## src/sapc_consts.svh

```systemverilog
// Constants of the converter control block: widths, timing counts.
// Assumes a 100 MHz sys_clk; included by sapc_pkg and the top module.
// How it works
// - Low power-down input enters shutdown of the currently selected kind.
// - Kind select low means sleep, high means nap; host chooses.
// - Result drivers enabled only while read strobe and select are low.
// - Result is a 12-bit word, MSB on the top result line.
// - Conversion starts on trigger falling edge, never on its level.
// - Trigger and read strobe ignored unless device select is low.
// - Busy is low throughout a conversion and rises at its end.
// - New result sits in output latches by busy rising edge.
// - Bit-trial register cleared at conversion start before first decision.
// - Trigger edges during a running conversion are ignored.
// - Bits resolved one per step from MSB down to LSB.
// - Finished trial register, positive minus negative, loaded into latches.
// - Conversion paced by the internal clock; host gives only the trigger.
// - Result is two's complement, one step is full span over 4096.
`ifndef SAPC_CONSTS_SVH
`define SAPC_CONSTS_SVH
`define SAPC_RES_BITS      12
`define SAPC_BIT_TIME_NS   70
`define SAPC_CLK_PERIOD_NS 10
`define SAPC_BIT_CYCLES    ((`SAPC_BIT_TIME_NS + `SAPC_CLK_PERIOD_NS - 1) / `SAPC_CLK_PERIOD_NS)
`define SAPC_RESULT_RST    12'h000
`endif

```

## src/sapc_pkg.sv

```systemverilog
// Types shared by the converter control block.
// Assumes sapc_consts.svh is on the include path.
`default_nettype none
`include "sapc_consts.svh"
package sapc_pkg;
  typedef enum logic [1:0] {
    SAPC_IDLE,
    SAPC_CONV,
    SAPC_DOWN
  } sapc_state_e;
  typedef struct packed {
    logic                       active;
    logic                       nap;
  } sapc_power_down_n_s;
endpackage
`default_nettype wire

```

## src/sapc_top.sv

```systemverilog
// Control logic of the 12-bit successive approximation converter.
// Assumes pin inputs are asynchronous to sys_clk; comparator is a pin too.
`default_nettype none
`include "sapc_consts.svh"
module sapc_top #(
  parameter int RES_BITS   = `SAPC_RES_BITS,
  parameter int BIT_CYCLES = `SAPC_BIT_CYCLES
) (
  input  wire logic                sys_clk,
  input  wire logic                srst,
  input  wire logic                conversion_trigger_n,
  input  wire logic                chip_select_n,
  input  wire logic                read_n,
  input  wire logic                power_down_n,
  input  wire logic                shutdown_kind_select,
  input  wire logic                comparator_high,
  output logic                     busy_n,
  output logic [RES_BITS-1:0]      result_bits,
  output logic                     result_oe_n,
  output logic                     dac_trial_valid,
  output logic [RES_BITS-1:0]      dac_trial_code,
  output sapc_pkg::sapc_power_down_n_s     shutdown_ff
);
  // ******************************
  // Checks
  // ******************************
  // Comparator answer needs six cycles: trial register, DAC copy, synchroniser
  if (RES_BITS != 12 || BIT_CYCLES < 6 || BIT_CYCLES > 256) begin : g_bad_params
    $error("sapc_top: unsupported parameters");
  end

  // ******************************
  // Input synchronisers
  // ******************************
  // Three stages; a change counts once stages two and three agree
  localparam int NIN = 6;
  logic [NIN-1:0] s1_ff, s2_ff, s3_ff, clean_ff;
  logic [NIN-1:0] nxt_clean;
  logic [NIN-1:0] raw;
  assign raw = {comparator_high, shutdown_kind_select, power_down_n, read_n, chip_select_n, conversion_trigger_n};
  always_comb begin
    nxt_clean = clean_ff;
    for (int i = 0; i < NIN; i++) begin
      if (s2_ff[i] == s3_ff[i]) begin
        nxt_clean[i] = s3_ff[i];
      end
    end
  end
  always_ff @(posedge sys_clk) begin
    if (srst) begin
      s1_ff    <= 6'h3f;
      s2_ff    <= 6'h3f;
      s3_ff    <= 6'h3f;
      clean_ff <= 6'h3f;
    end else begin
      s1_ff    <= raw;
      s2_ff    <= s1_ff;
      s3_ff    <= s2_ff;
      clean_ff <= nxt_clean;
    end
  end
  logic trig_n, cs_n, rd_n, pd_n, kind, cmp;
  assign {cmp, kind, pd_n, rd_n, cs_n, trig_n} = clean_ff;

  // ******************************
  // Start detection
  // ******************************
  logic trig_prev_ff;
  logic trig_fall;
  always_ff @(posedge sys_clk) begin
    if (srst) begin
      trig_prev_ff <= 1'b1;
    end else begin
      trig_prev_ff <= trig_n;
    end
  end
  // Edge only, gated by select; level never restarts
  assign trig_fall = trig_prev_ff & ~trig_n & ~cs_n;

  // ******************************
  // Successive approximation sequencer
  // ******************************
  // Internal pacing only, no host clock involved
  sapc_pkg::sapc_state_e  state_ff, nxt_state;
  logic [RES_BITS-1:0]    trial_ff, nxt_trial;
  logic [RES_BITS-1:0]    mask_ff, nxt_mask;
  logic [RES_BITS-1:0]    result_ff, nxt_result;
  logic [7:0]             tick_ff, nxt_tick;
  logic                   busy_ff, nxt_busy;
  sapc_pkg::sapc_power_down_n_s   nxt_power_down_n;

  always_comb begin
    nxt_state  = state_ff;
    nxt_trial  = trial_ff;
    nxt_mask   = mask_ff;
    nxt_result = result_ff;
    nxt_tick   = tick_ff;
    nxt_busy   = busy_ff;
    nxt_power_down_n.active = ~pd_n;
    nxt_power_down_n.nap    = kind;
    case (state_ff)
      sapc_pkg::SAPC_IDLE: begin
        nxt_busy = 1'b1;
        if (!pd_n) begin
          nxt_state = sapc_pkg::SAPC_DOWN;
        end else if (trig_fall) begin
          nxt_state = sapc_pkg::SAPC_CONV;
          // Clear, then place MSB trial
          nxt_trial = {1'b1, {(RES_BITS-1){1'b0}}};
          nxt_mask  = {1'b1, {(RES_BITS-1){1'b0}}};
          nxt_tick  = 8'(BIT_CYCLES - 1);
          nxt_busy  = 1'b0;
        end
      end
      sapc_pkg::SAPC_CONV: begin
        // Trigger edges ignored here
        nxt_busy = 1'b0;
        if (tick_ff != 8'h00) begin
          nxt_tick = tick_ff - 8'h01;
        end else begin
          // Keep bit if DAC still below input
          if (!cmp) begin
            nxt_trial = trial_ff & ~mask_ff;
          end
          nxt_trial = nxt_trial | (mask_ff >> 1);
          nxt_mask  = mask_ff >> 1;
          nxt_tick  = 8'(BIT_CYCLES - 1);
          if (mask_ff[0]) begin
            nxt_trial  = cmp ? trial_ff : (trial_ff & ~mask_ff);
            // Offset binary to two's complement by MSB flip
            nxt_result = {~nxt_trial[RES_BITS-1], nxt_trial[RES_BITS-2:0]};
            nxt_busy   = 1'b1;
            nxt_state  = sapc_pkg::SAPC_IDLE;
          end
        end
      end
      sapc_pkg::SAPC_DOWN: begin
        nxt_busy = 1'b1;
        if (pd_n) begin
          nxt_state = sapc_pkg::SAPC_IDLE;
        end
      end
      default: begin
        nxt_state = sapc_pkg::SAPC_IDLE;
        nxt_busy  = 1'b1;
      end
    endcase
  end

  always_ff @(posedge sys_clk) begin
    if (srst) begin
      state_ff    <= sapc_pkg::SAPC_IDLE;
      trial_ff    <= `SAPC_RESULT_RST;
      mask_ff     <= `SAPC_RESULT_RST;
      result_ff   <= `SAPC_RESULT_RST;
      tick_ff     <= 8'h00;
      busy_ff     <= 1'b1;
      shutdown_ff <= '0;
    end else begin
      state_ff    <= nxt_state;
      trial_ff    <= nxt_trial;
      mask_ff     <= nxt_mask;
      result_ff   <= nxt_result;
      tick_ff     <= nxt_tick;
      busy_ff     <= nxt_busy;
      shutdown_ff <= nxt_power_down_n;
    end
  end

  // ******************************
  // Output port
  // ******************************
  logic oe_ff, nxt_oe;
  logic dac_v_ff, nxt_dac_v;
  logic [RES_BITS-1:0] dac_ff, outq_ff;
  always_comb begin
    nxt_oe    = ~(~rd_n & ~cs_n);
    nxt_dac_v = (state_ff == sapc_pkg::SAPC_CONV);
  end
  always_ff @(posedge sys_clk) begin
    if (srst) begin
      oe_ff    <= 1'b1;
      dac_v_ff <= 1'b0;
      dac_ff   <= `SAPC_RESULT_RST;
      outq_ff  <= `SAPC_RESULT_RST;
    end else begin
      oe_ff    <= nxt_oe;
      dac_v_ff <= nxt_dac_v;
      dac_ff   <= trial_ff;
      outq_ff  <= nxt_result;
    end
  end
  // Latch copy loads in the same cycle as result; busy lags one cycle, so data leads busy
  logic busy_q_ff;
  always_ff @(posedge sys_clk) begin
    if (srst) begin
      busy_q_ff <= 1'b1;
    end else begin
      busy_q_ff <= busy_ff;
    end
  end
  assign busy_n          = busy_q_ff;
  assign result_bits     = outq_ff;
  assign result_oe_n     = oe_ff;
  assign dac_trial_valid = dac_v_ff;
  assign dac_trial_code  = dac_ff;

  // Conversion length, checker only; one count per cycle in conversion
  localparam int       CONV_LEN = RES_BITS * BIT_CYCLES;
  logic [15:0]         conv_len_ff, nxt_conv_len;
  always_comb begin
    nxt_conv_len = conv_len_ff;
    if (state_ff == sapc_pkg::SAPC_CONV) begin
      nxt_conv_len = conv_len_ff + 16'h0001;
    end else begin
      nxt_conv_len = 16'h0000;
    end
  end
  always_ff @(posedge sys_clk) begin
    if (srst) begin
      conv_len_ff <= 16'h0000;
    end else begin
      conv_len_ff <= nxt_conv_len;
    end
  end
endmodule
`default_nettype wire

```

## config.mk

```make
export PLATFORM = sky130hd
export DESIGN_NAME = sapc_top
export DESIGN_NICKNAME = d
export VERILOG_FILES = /design/src/sapc_pkg.sv /design/src/sapc_top.sv
export VERILOG_INCLUDE_DIRS = /design/src /design/src/src
export SDC_FILE = /design/constraint.sdc
export NUM_CORES = 1
export LEC_CHECK = 0
export BUFFER_PORTS_ARGS = -buffer_cell sky130_fd_sc_hd__buf_2
export CAP_MARGIN = 10
export CORE_MARGIN = 5
export CORE_UTILIZATION = 61
export CTS_BUF_LIST = sky130_fd_sc_hd__clkbuf_16
export CTS_CLUSTER_SIZE = 30
export DETAILED_ROUTE_END_ITERATION = 12
export PLACE_DENSITY = 0.82
export SYNTH_ARGS = -nofsm -noshare
export SYNTH_HDL_FRONTEND = slang
export SYNTH_SLANG_ARGS = --single-unit
```

## constraint.sdc

```tcl
create_clock -name sys_clk -period 3.1 [get_ports sys_clk]
set_input_delay 0.155 -clock sys_clk [delete_from_list [all_inputs] [get_ports sys_clk]]
set_output_delay 0.155 -clock sys_clk [all_outputs]
set_load 0.005 [all_outputs]
```

==> results of run 1 <==
==> sequential cells by signal, indices dropped and copies added, names as in the netlist <==
name	count
s3_ff	6
shutdown_ff	2
dac_trial_valid	1
tick_ff	8
state_ff	2
result_bits	12
busy_n	1
dac_trial_code	12
result_oe_n	1
mask_ff	12
busy_ff	1
s1_ff	6
clean_ff	6
trig_prev_ff	1
s2_ff	6
trial_ff	12
==> metrics by stage <==
step	power (mW)	util
after floorplan	1.21	-
after global placement	1.22	0.663
after detailed placement	1.22	0.663
after CTS	2.16	0.725
after global routing	2.22	0.725
final	2.14	0.725
==> per-layer routing <==
metal / wire, um / up-vias / global-route usage
li1: - / 1177 / -
met1: 2570 / 1064 / 0.241
met2: 2970 / 58 / 0.323
met3: 343 / 5 / 0.0466
met4: 55 / 0 / 0.116
met5: 0 / - / 0
==> cell usage in the layout, fill, tap and decap left out, drive strengths merged, types with 9 or more instances in the layout <==
master / count
clkbuf: 9
a21oi: 29
nor2: 18
nand2: 16
a22o: 11
inv: 15
or2: 28
nor2b: 15
o22a: 11
buf: 37
o21ai: 19
dfxtp: 89
nand2b: 12
==> power groups by stage <==
stage / Sequential [mW] / Clock [mW] / Combinational [mW]
global placement: 1.18 / 0 / 0.0321
detailed placement: 1.18 / 0 / 0.0324
finish: 1.16 / 0.944 / 0.0368
global route: 1.16 / 1.01 / 0.0420
CTS: 1.16 / 0.966 / 0.0371
floorplan: 1.18 / 0 / 0.0251
==> final cells by class <==
cell class,instances,area [um^2]
fill,388,1410
sequential,89,1780
timing repair buffer,42,238
inverter,13,48.8
multi-input combinational,203,1280
clock inverter,7,37.5
tap,70,87.6
clock buffer,9,225
==> kinds of logic after synthesis <==
kind of cell             Yosys count  synth area share
buffers and inverters             29            0.0415
AND/OR/NAND/NOR                  116             0.219
AO/OA/AOI/OAI                     81             0.163
adder cells (fa/ha/maj)            2           0.00783
flip-flops                        89             0.557
XOR/XNOR                           4            0.0110
==> final timing paths <==
| path | startpoint | endpoint | cells after the start |
|---|---|---|---|
| worst max register to register | tick_ff[0] | mask_ff[1] | 6 |
| worst min register to register | s1_ff[1] | s2_ff[1] | 1 |
| worst max-delay path | tick_ff[0] | mask_ff[1] | 6 |
| worst min-delay path | chip_select_n | s1_ff[1] | 2 |
==> repair_timing <==
action                                 4_1_cts  5_1_grt
endpoints found under the hold margin        5        0
resized for setup                            0        0
hold buffers                                 5        0
==> summary.md, run 1 <==
| Metric | Value |
|---|---|
| CP Class | register to register |
| Antenna Cells | 0 |
| Die W | 82.4 um |
| Top cells by area, synth | dfxtp_1, a21oi_1, or2_2, o21ai_0, nor2b_1 |
| Gr ovfl total | 0 |
| Crit path max-delay family | simple AND/OR/NAND/NOR gates |
| Total CTS buffers | 9 |
| Reg2reg setup slack | 920 ps |
| Synth Register Bits | 89 |
| Setup TNS | 0 ps |
| Dpl cells | 412 |
| Clk_skew | 5.11 ps |
| Setup violations, final | 0 |
| Root Buffer | clkbuf_16 |
| Place WS | 1020 ps |
| Core footprint | 5110 um^2 |
| Worst path bufs/invs | 1 |
| Critical-path cell list | inv_1 > ha_1 > nor3b_2 > nand2_1 > nor2_1 > a22o_2 |
| Tot GR Track Use | 0.199 |
| Post-synth EDFFs | 0 |
| Sequential share of the synthesized area | 0.557 |
| Yosys top cell by area | dfxtp_1 |
| RSZ-0062 raised after global routing | no |
| Die H | 82.4 um |
| Required time worst endpoint | 3370 ps |
| Hold Fails Final Rpt | 0 |
| Comb power frac | 0.017 |
| First-pass DRT Iterations | 4 |
| Clock sink total | 89 |
| HP Class | input pin to register |
| DR iter-0 viols | 141 |
| Final wirelength | 5940 um |
| Vias in the first global route | 2201 |
| Area grow syn2layout | 15.8% |
| Worst ir drop on vdd | 0.420 mV |
| Max stage delay on crit path | 560 ps |
| Proportion of layout cells with a drive suffix above 1 | 0.229 |
| Input/output buffers | 36 |
| Pin count of the biggest net entering global routing | 46 |
| Clock network power share | 0.441 |
| Synth top area share | 0.557 |
| Syn Std Cell Area | 3200 um^2 |
| Count of unique library cells instantiated by Yosys | 46 |
| Detailed placement HPWL | 3650 um |
| Vias | 2304 |
| Yosys warns | 0 |
| GPL Wtd Cong | 0.864 |
| CTS max path bufs | 2 |
| Sw Pwr | 0.435 mW |
| Highest clock rate | 460 MHz |
| Area after DPL | 3390 um^2 |
| Max cap viols | 0 |
| Finished Layout Cells | 433 |
| Antenna Nets Post-Route | 0 |
| Flop pwr share | 0.541 |
| CTS tree | yes |
| P_int | 1.70 mW |
| Fin nets | 368 |
| Max Slew Vio Count | 0 |
| WL per Instance | 13.7 um |
| CP Capture Type | register |
| Crit-path max FO | 11 |
| Synth Net Count | 331 |
| Min cycle time layout | 2180 ps |
| Max_slew headroom | 0.548 |
| Most common flop cell mapped by yosys | dfxtp_1 |
| Final instance area | 3700 um^2 |
| Initial Utilization | 0.626 |
| Critical-path top delay cell | nor2_1 |
| Startpoint Class | register |
| Later-pin clock latency in the skew report | 330 ps |
| Htree depth | 3 |
| Ys async rst share | 0 |
| Leakage | 1.49 nW |
| DRC | 0 |
| Worst-path clk slew | 60 ps |
| Row cnt | 26 |
| CP Data Arrival Time | 2450 ps |
| Syn avg cell area | 9.96 um^2 |
| Cells after Synth | 321 |
| Final hold slack | 12.5 ps |
| Commonest cells in the netlist | dfxtp_1, a21oi_1, or2_2 |
| Worst-Margin Slew | 675 ps |
| Die area | 6790 um^2 |
| Tcrit/Tclk final | 0.702 |
| I/O Pins | 37 |
| First-pass GRT wire length | 10100 um |
| Switching power share of the total | 0.203 |
| Status | completed |
| DR vias/cell | 5.32 |
| Setup bufs post-CTS | 0 |
| Final worst setup slack | 924 ps |
| P per Cell Area | 578 nW/um^2 |
| Most numerous cell in the Yosys netlist | dfxtp_1 |
| Initial antenna violation count | 0 |
(Power assumes the default switching activity.)
==> run 2: changes to the inputs <==
--- a/config.mk
+++ b/config.mk
@@ -6,14 +6,15 @@
 export SDC_FILE = /design/constraint.sdc
 export NUM_CORES = 1
 export LEC_CHECK = 0
+export ABC_AREA = 1
 export BUFFER_PORTS_ARGS = -buffer_cell sky130_fd_sc_hd__buf_2
 export CAP_MARGIN = 10
 export CORE_MARGIN = 5
-export CORE_UTILIZATION = 61
+export CORE_UTILIZATION = 57
 export CTS_BUF_LIST = sky130_fd_sc_hd__clkbuf_16
 export CTS_CLUSTER_SIZE = 30
 export DETAILED_ROUTE_END_ITERATION = 12
-export PLACE_DENSITY = 0.82
+export PLACE_DENSITY = 0.77
 export SYNTH_ARGS = -nofsm -noshare
 export SYNTH_HDL_FRONTEND = slang
 export SYNTH_SLANG_ARGS = --single-unit
==> constraint.sdc (replaced) <==
create_clock -name sys_clk -period 2.1 [get_ports sys_clk]
set_input_delay 0.105 -clock sys_clk [delete_from_list [all_inputs] [get_ports sys_clk]]
set_output_delay 0.105 -clock sys_clk [all_outputs]
set_load 0.005 [all_outputs]
==> run 2 against run 1 <==
  * Register-to-register slack worse by 560 ps
  * Maximum frequency up 25%
  * Synthesized cell count up 35%
  * Via count up 22%
  * First-iteration DRC count up 16%
  * Utilization down 4.2 points
  * Largest cell class unchanged
  * Highest routed layer unchanged
==> summary.md, run 2 <==
| Metric | Value |
|---|---|
| Commonest non-fill, non-tap cell in the layout | dfxtp_1 (unchanged) |
| Hold Fails Final Rpt | 0 (unchanged) |
| Vias | 2808 (was 2304) |
| Max Slew Vio Count | 0 (unchanged) |
| DR iter-0 viols | 164 (was 141) |
| Status | completed (unchanged) |
| Initial antenna violation count | 0 (unchanged) |
| I/O Pins | 37 (unchanged) |
| Vias in the first global route | 2733 (was 2201) |
| M1 WL | 3030 um (was 2570 um) |
| CP endpoint | result_bits[7] (was mask_ff[1]) |
| Crit-path max FO | 21 (was 11) |
| Leakage | 1.90 nW (was 1.49 nW) |
| HP Class | input pin to register (unchanged) |
| Sequential share of the synthesized area | 0.525 (was 0.557) |
| Die W | 87.1 um (was 82.4 um) |
| Top Metal Used | met4 (unchanged) |
| Die H | 87.1 um (was 82.4 um) |
| CP Data Arrival Time | 1960 ps (was 2450 ps) |
| Fin nets | 482 (was 368) |
| Syn Std Cell Area | 3390 um^2 (was 3200 um^2) |
| Min cycle time layout | 1740 ps (was 2180 ps) |
| Area grow syn2layout | 17.8% (was 15.8%) |
| Antenna Cells | 0 (unchanged) |
| First-pass DRT Iterations | 4 (unchanged) |
| Setup TNS | 0 ps (unchanged) |
| CTS max path bufs | 2 (unchanged) |
| Pin count of the biggest net entering global routing | 49 (was 46) |
| Crit path from | tick_ff[0] (unchanged) |
| Core footprint | 5850 um^2 (was 5110 um^2) |
| Required time worst endpoint | 2320 ps (was 3370 ps) |
| Startpoint Class | register (unchanged) |
| Cells after Synth | 434 (was 321) |
| Yosys top cell by area | dfxtp_1 (unchanged) |
| Initial Utilization | 0.580 (was 0.626) |
| Later-pin clock latency in the skew report | 340 ps (was 330 ps) |
| CP Class | register to register (unchanged) |
| Top cells by area, synth | dfxtp_1, nand2_1, nor2_1, nand3_1, a21oi_1 (was dfxtp_1, a21oi_1, or2_2, o21ai_0, nor2b_1) |
| WL met3 | 357 um (was 343 um) |
| R2R Path End | result_bits[7] (was mask_ff[1]) |
| RSZ-0062 raised after global routing | no (unchanged) |
| Synth Register Bits | 89 (unchanged) |
| Tot Pwr | 3.55 mW (was 2.14 mW) |
| Die area | 7590 um^2 (was 6790 um^2) |
| WL per Instance | 12.5 um (was 13.7 um) |
| GPL Wtd Cong | 0.876 (was 0.864) |
| Number of gates resized after CTS | 0 (unchanged) |
| Most frequent cells in the layout | dfxtp_1, nand2_1, nor2_1 (was dfxtp_1, buf_2, a21oi_1) |
| Gr ovfl total | 0 (unchanged) |
| CTS tree | yes (unchanged) |
| Detailed placement HPWL | 4280 um (was 3650 um) |
| Ys async rst share | 0 (unchanged) |
| Commonest cells in the netlist | dfxtp_1, nand2_1, nor2_1 (was dfxtp_1, a21oi_1, or2_2) |
| Reg2reg setup slack | 360 ps (was 920 ps) |
| Max_slew headroom | 0.656 (was 0.548) |
| Tcrit/Tclk final | 0.826 (was 0.702) |
| RR Startpoint | tick_ff[0] (unchanged) |
| Worst-Margin Slew | 513 ps (was 675 ps) |
| Most numerous cell in the Yosys netlist | dfxtp_1 (unchanged) |
| Htree depth | 3 (unchanged) |
| Routed met2 length | 3360 um (was 2970 um) |
| Proportion of layout cells with a drive suffix above 1 | 0.182 (was 0.229) |
| Root Buffer | clkbuf_16 (unchanged) |
| Synth top area share | 0.525 (was 0.557) |
| Input/output buffers | 36 (unchanged) |
| Clock sink total | 89 (unchanged) |
| Yosys warns | 0 (unchanged) |
| Count of unique library cells instantiated by Yosys | 29 (was 46) |
| Syn avg cell area | 7.82 um^2 (was 9.96 um^2) |
| Max cap viols | 0 (unchanged) |
| DRC | 0 (unchanged) |
| DR vias/cell | 5.09 (was 5.32) |
| Final wirelength | 6900 um (was 5940 um) |
| Post-synth EDFFs | 0 (unchanged) |
| Clk_skew | 7.85 ps (was 5.11 ps) |
| Most common flop cell mapped by yosys | dfxtp_1 (unchanged) |
| Row cnt | 28 (was 26) |
| Antenna Nets Post-Route | 0 (unchanged) |
| Worst-path clk slew | 60 ps (about the same) |
| First-pass GRT wire length | 12200 um (was 10100 um) |
| Total CTS buffers | 9 (unchanged) |
| P per Cell Area | 887 nW/um^2 (was 578 nW/um^2) |
| Layout fillers | 471 (was 388) |
| Worst Reg-to-Reg Cells | 7 (was 6) |
| Tot GR Track Use | 0.202 (was 0.199) |
| Worst ir drop on vdd | 0.682 mV (was 0.420 mV) |
| Final hold slack | 313 ps (was 12.5 ps) |
| CP Capture Type | register (unchanged) |
| Setup violations, final | 0 (unchanged) |
| Highest clock rate | 576 MHz (was 460 MHz) |
| Synth Net Count | 444 (was 331) |
[run 2: cell types whose count changed in the layout (fill, tap and decap cells not counted), moves of 7 or more]
cell / before / now
nor2_1: 18 / 72
a21oi_1: 29 / 36
inv_1: 14 / 45
o22a_1: 10 / 0
nand4_1: 0 / 9
nand3_1: 7 / 37
nand2_1: 16 / 74
o21ai_0: 19 / 7
a22o_1: 9 / 0
or2_0: 7 / 0
nor2b_1: 15 / 0
nand2b_1: 12 / 0
[run 2: repair_timing]
item                                    CTS  global route
hold buffers                              6             0
endpoints found under the setup margin    0             0
endpoints found under the hold margin     6             0
setup buffers                             0             0
[run 2: cell type report]
cell class              instances  area [um^2]  share of cell area
repair buffers                 47          278              0.0695
flip-flops and latches         89         1780               0.446
multi-input cells             278         1330               0.333
clock buffers                   9          225              0.0564
clock inverters                 7          110              0.0276
well taps                      75         93.8              0.0235
inverters                      47          176              0.0441
[run 2: cells by family (layout without fill, tap and decap cells)]
family / after synthesis / after routing / share of synthesized area
AND/OR/NAND/NOR: 226 / 226 / 0.306
flip-flops: 89 / 89 / 0.525
buffers and inverters: 67 / 110 / 0.0823
AO/OA/AOI/OAI: 48 / 48 / 0.0734
adder cells (fa/ha/maj): 3 / 3 / 0.0103
XOR/XNOR: 1 / 1 / 0.00258
[run 2: power by group]
group	internal [mW]	total, mW	switching [mW]
combinational	0.0288	0.0659	0.0371
sequential	1.71	1.71	0.00572
clock	1.15	1.77	0.618
[run 2: how the worst min path moves through the flow]
stage | slack, ps | startpoint | to | cells past startpoint
after floorplan | 210 | conversion_trigger_n | s1_ff[0] | 1
after global placement | 290 | shutdown_kind_select | s1_ff[4] | 2
after detailed placement | 290 | conversion_trigger_n | s1_ff[0] | 2
after CTS | 310 | srst | dac_trial_code[4] | 3
after global routing | 360 | srst | s3_ff[4] | 3
final | 310 | srst | dac_trial_code[4] | 3
[run 2: layer usage]
metal  vias up  GRT usage
met1      1287      0.243
li1       1438          -
met3        14     0.0388
met4         0      0.107
met2        69      0.340
met5         -          0
[run 2: critical path, cell delays in order (launching register included)]
cell and delay (ps):
dfxtp_1 310, inv_1 150, ha_1 190, nand3_1 160, nor2_4 150, nand3_2 340, o21ai_1 260, nor2_1 60
[run 2: per-stage QoR]
step,cells,util,cell area (um^2),worst slack [ps]
floorplan,434,-,3390,645
global placement,530,0.615,3600,487
detailed placement,530,0.615,3600,394
CTS,552,0.683,4000,378
global route,552,0.683,4000,219
finish,552,0.683,4000,365
==> run 3: changes to the inputs <==
==> constraint.sdc (replaced) <==
create_clock -name sys_clk -period 1.67 [get_ports sys_clk]
set_input_delay 0.0835 -clock sys_clk [delete_from_list [all_inputs] [get_ports sys_clk]]
set_output_delay 0.0835 -clock sys_clk [all_outputs]
set_load 0.005 [all_outputs]
==> run 3 against run 2 <==
  * Sequential share of layout area decreased by 1.0 points
  * Die area stayed put
  * Wire length grew 2.9%
  * Critical endpoint is now trial_ff[10]
  * Largest cell class unchanged
==> summary.md, run 3 (synthesis results as in run 2) <==
| Metric | Value |
|---|---|
| Status | completed (unchanged) |
| Clk_skew | 5.25 ps (was 7.85 ps) |
| Pin count of the biggest net entering global routing | 38 (was 49) |
| Initial antenna violation count | 0 (unchanged) |
| Input/output buffers | 36 (unchanged) |
| Row cnt | 28 (unchanged) |
| Htree depth | 3 (unchanged) |
| Worst path bufs/invs | 1 (unchanged) |
| Root Buffer | clkbuf_16 (unchanged) |
| Clock sink total | 89 (unchanged) |
| Required time worst endpoint | 1930 ps (was 2320 ps) |
| Fin nets | 492 (was 482) |
| Tcrit/Tclk final | 0.925 (was 0.826) |
| Max Slew Vio Count | 0 (unchanged) |
| Detailed placement HPWL | 4510 um (was 4280 um) |
| Leakage | 1.94 nW (was 1.90 nW) |
| Die H | 87.1 um (unchanged) |
| Vias | 2904 (was 2808) |
| CP Class | register to register (unchanged) |
| Gr ovfl total | 0 (unchanged) |
| CP Capture Type | register (unchanged) |
| Final instance area | 4090 um^2 (was 4000 um^2) |
| DR iter-0 viols | 205 (was 164) |
| Worst-Margin Slew | 513 ps (about the same) |
| Initial Utilization | 0.580 (unchanged) |
| Final wirelength | 7100 um (was 6900 um) |
| Area after DPL | 3660 um^2 (was 3600 um^2) |
| HP Class | input pin to register (unchanged) |
| DR vias/cell | 5.18 (was 5.09) |
| Dpl cells | 538 (was 530) |
| Critical-path top delay cell | dfxtp_1 (was nand3_2) |
| P per Cell Area | 1090 nW/um^2 (was 887 nW/um^2) |
| Max stage delay on crit path | 320 ps (was 340 ps) |
| Later-pin clock latency in the skew report | 340 ps (about the same) |
| CTS tree | yes (unchanged) |
| I/O Pins | 37 (unchanged) |
| CP Data Arrival Time | 1810 ps (was 1960 ps) |
| Crit-path max FO | 36 (was 21) |
| Finished Layout Cells | 561 (was 552) |
| Die W | 87.1 um (unchanged) |
| Die area | 7590 um^2 (unchanged) |
| Place WS | 115 ps (was 394 ps) |
| Startpoint Class | register (unchanged) |
| Layout fillers | 459 (was 471) |
| Max cap viols | 0 (unchanged) |
| Tot GR Track Use | 0.203 (was 0.202) |
| Most frequent cells in the layout | dfxtp_1, nand2_1, nor2_1 (unchanged) |
| Core footprint | 5850 um^2 (unchanged) |
| Hold Fails Final Rpt | 0 (unchanged) |
| First-pass DRT Iterations | 5 (was 4) |
| Crit path max-delay family | simple AND/OR/NAND/NOR gates (unchanged) |
| Proportion of layout cells with a drive suffix above 1 | 0.206 (was 0.182) |
| Setup violations, final | 0 (unchanged) |
| Highest clock rate | 647 MHz (was 576 MHz) |
| GPL Wtd Cong | 0.868 (was 0.876) |
| DRC | 0 (unchanged) |
| Area grow syn2layout | 20.6% (was 17.8%) |
| Final worst setup slack | 125 ps (was 365 ps) |
| Setup TNS | 0 ps (unchanged) |
| Antenna Nets Post-Route | 0 (unchanged) |
| Vias in the first global route | 2795 (was 2733) |
| WL per Instance | 12.7 um (was 12.5 um) |
| Commonest non-fill, non-tap cell in the layout | dfxtp_1 (unchanged) |
| Worst ir drop on vdd | 0.655 mV (was 0.682 mV) |
| Most used cell, CP | nand2_1 |
| Worst-path clk slew | 60 ps (about the same) |
| Min cycle time layout | 1550 ps (was 1740 ps) |
| CTS max path bufs | 2 (unchanged) |
| Max_slew headroom | 0.656 (about the same) |
| Critical-path cell list | inv_1 > ha_1 > nand3_2 > o21ai_4 > nand2_8 > nand2_1 > nand2_1 > nor2_1 (was inv_1 > ha_1 > nand3_1 > nor2_4 > nand3_2 > o21ai_1 > nor2_1) |
| First-pass GRT wire length | 12200 um (about the same) |
| Total CTS buffers | 9 (unchanged) |
| Antenna Cells | 0 (unchanged) |
-- run 3: layer usage --
| metal | wire length (um) | global-route usage | up-vias |
|---|---|---|---|
| li1 | - | - | 1463 |
| met1 | 3000 | 0.246 | 1328 |
| met2 | 3450 | 0.341 | 98 |
| met3 | 495 | 0.0426 | 15 |
| met4 | 149 | 0.103 | 0 |
| met5 | 0 | 0 | - |
-- run 3: area by class of cell --
cell class	instances	area, um^2	area share
well taps	75	93.8	0.0229
repair buffers	57	353	0.0863
clock buffers	9	225	0.0551
multi-input cells	278	1350	0.331
inverters	47	176	0.0431
flip-flops and latches	89	1780	0.436
clock inverters	6	108	0.0263
-- run 3: where the power goes --
part,internal (mW),leakage (nW),total [mW],switching [mW]
Sequential,2.14,0.721,2.15,0.00714
Clock,1.45,0.161,2.24,0.789
Combinational,0.0378,1.06,0.0853,0.0475
Total,3.63,1.94,4.47,0.844
-- run 3: what timing repair did --
| action | in CTS | in global routing |
|---|---|---|
| endpoints found under the hold margin | 6 | 0 |
| setup buffers | 0 | 2 |
| endpoints found under the setup margin | 0 | 26 |
| gates resized for setup | 0 | 3 |
| hold buffers | 6 | 0 |
-- run 3: worst register-to-register path, cell delays in order, from the launching register on --
cell and delay (ps):
dfxtp_1 320, inv_1 80, ha_1 200, nand3_2 160
o21ai_4 260, nand2_8 190, nand2_1 100, nand2_1 50
nor2_1 120
-- run 3: per-stage QoR --
| stage | total power [mW] | hold slack [ps] | util |
|---|---|---|---|
| 3_3_place_gp | 2.27 | 265 | 0.626 |
| 4_1_cts | 4.51 | 256 | 0.693 |
| 2_1_floorplan | 2.25 | 187 | - |
| 3_5_place_dp | 2.27 | 271 | 0.626 |
| 6_report | 4.47 | 251 | 0.699 |
| 5_1_grt | 4.61 | 279 | 0.699 |
-- run 3: final timing paths --
kind              depth (start not counted)  slack, ps       start              to
setup / recovery                          8        120  tick_ff[1]    trial_ff[10]
hold / removal                            3        250        srst  shutdown_ff[1]
setup reg to reg                          8        120  tick_ff[1]    trial_ff[10]
hold reg to reg                           1        410    s1_ff[3]        s2_ff[3]
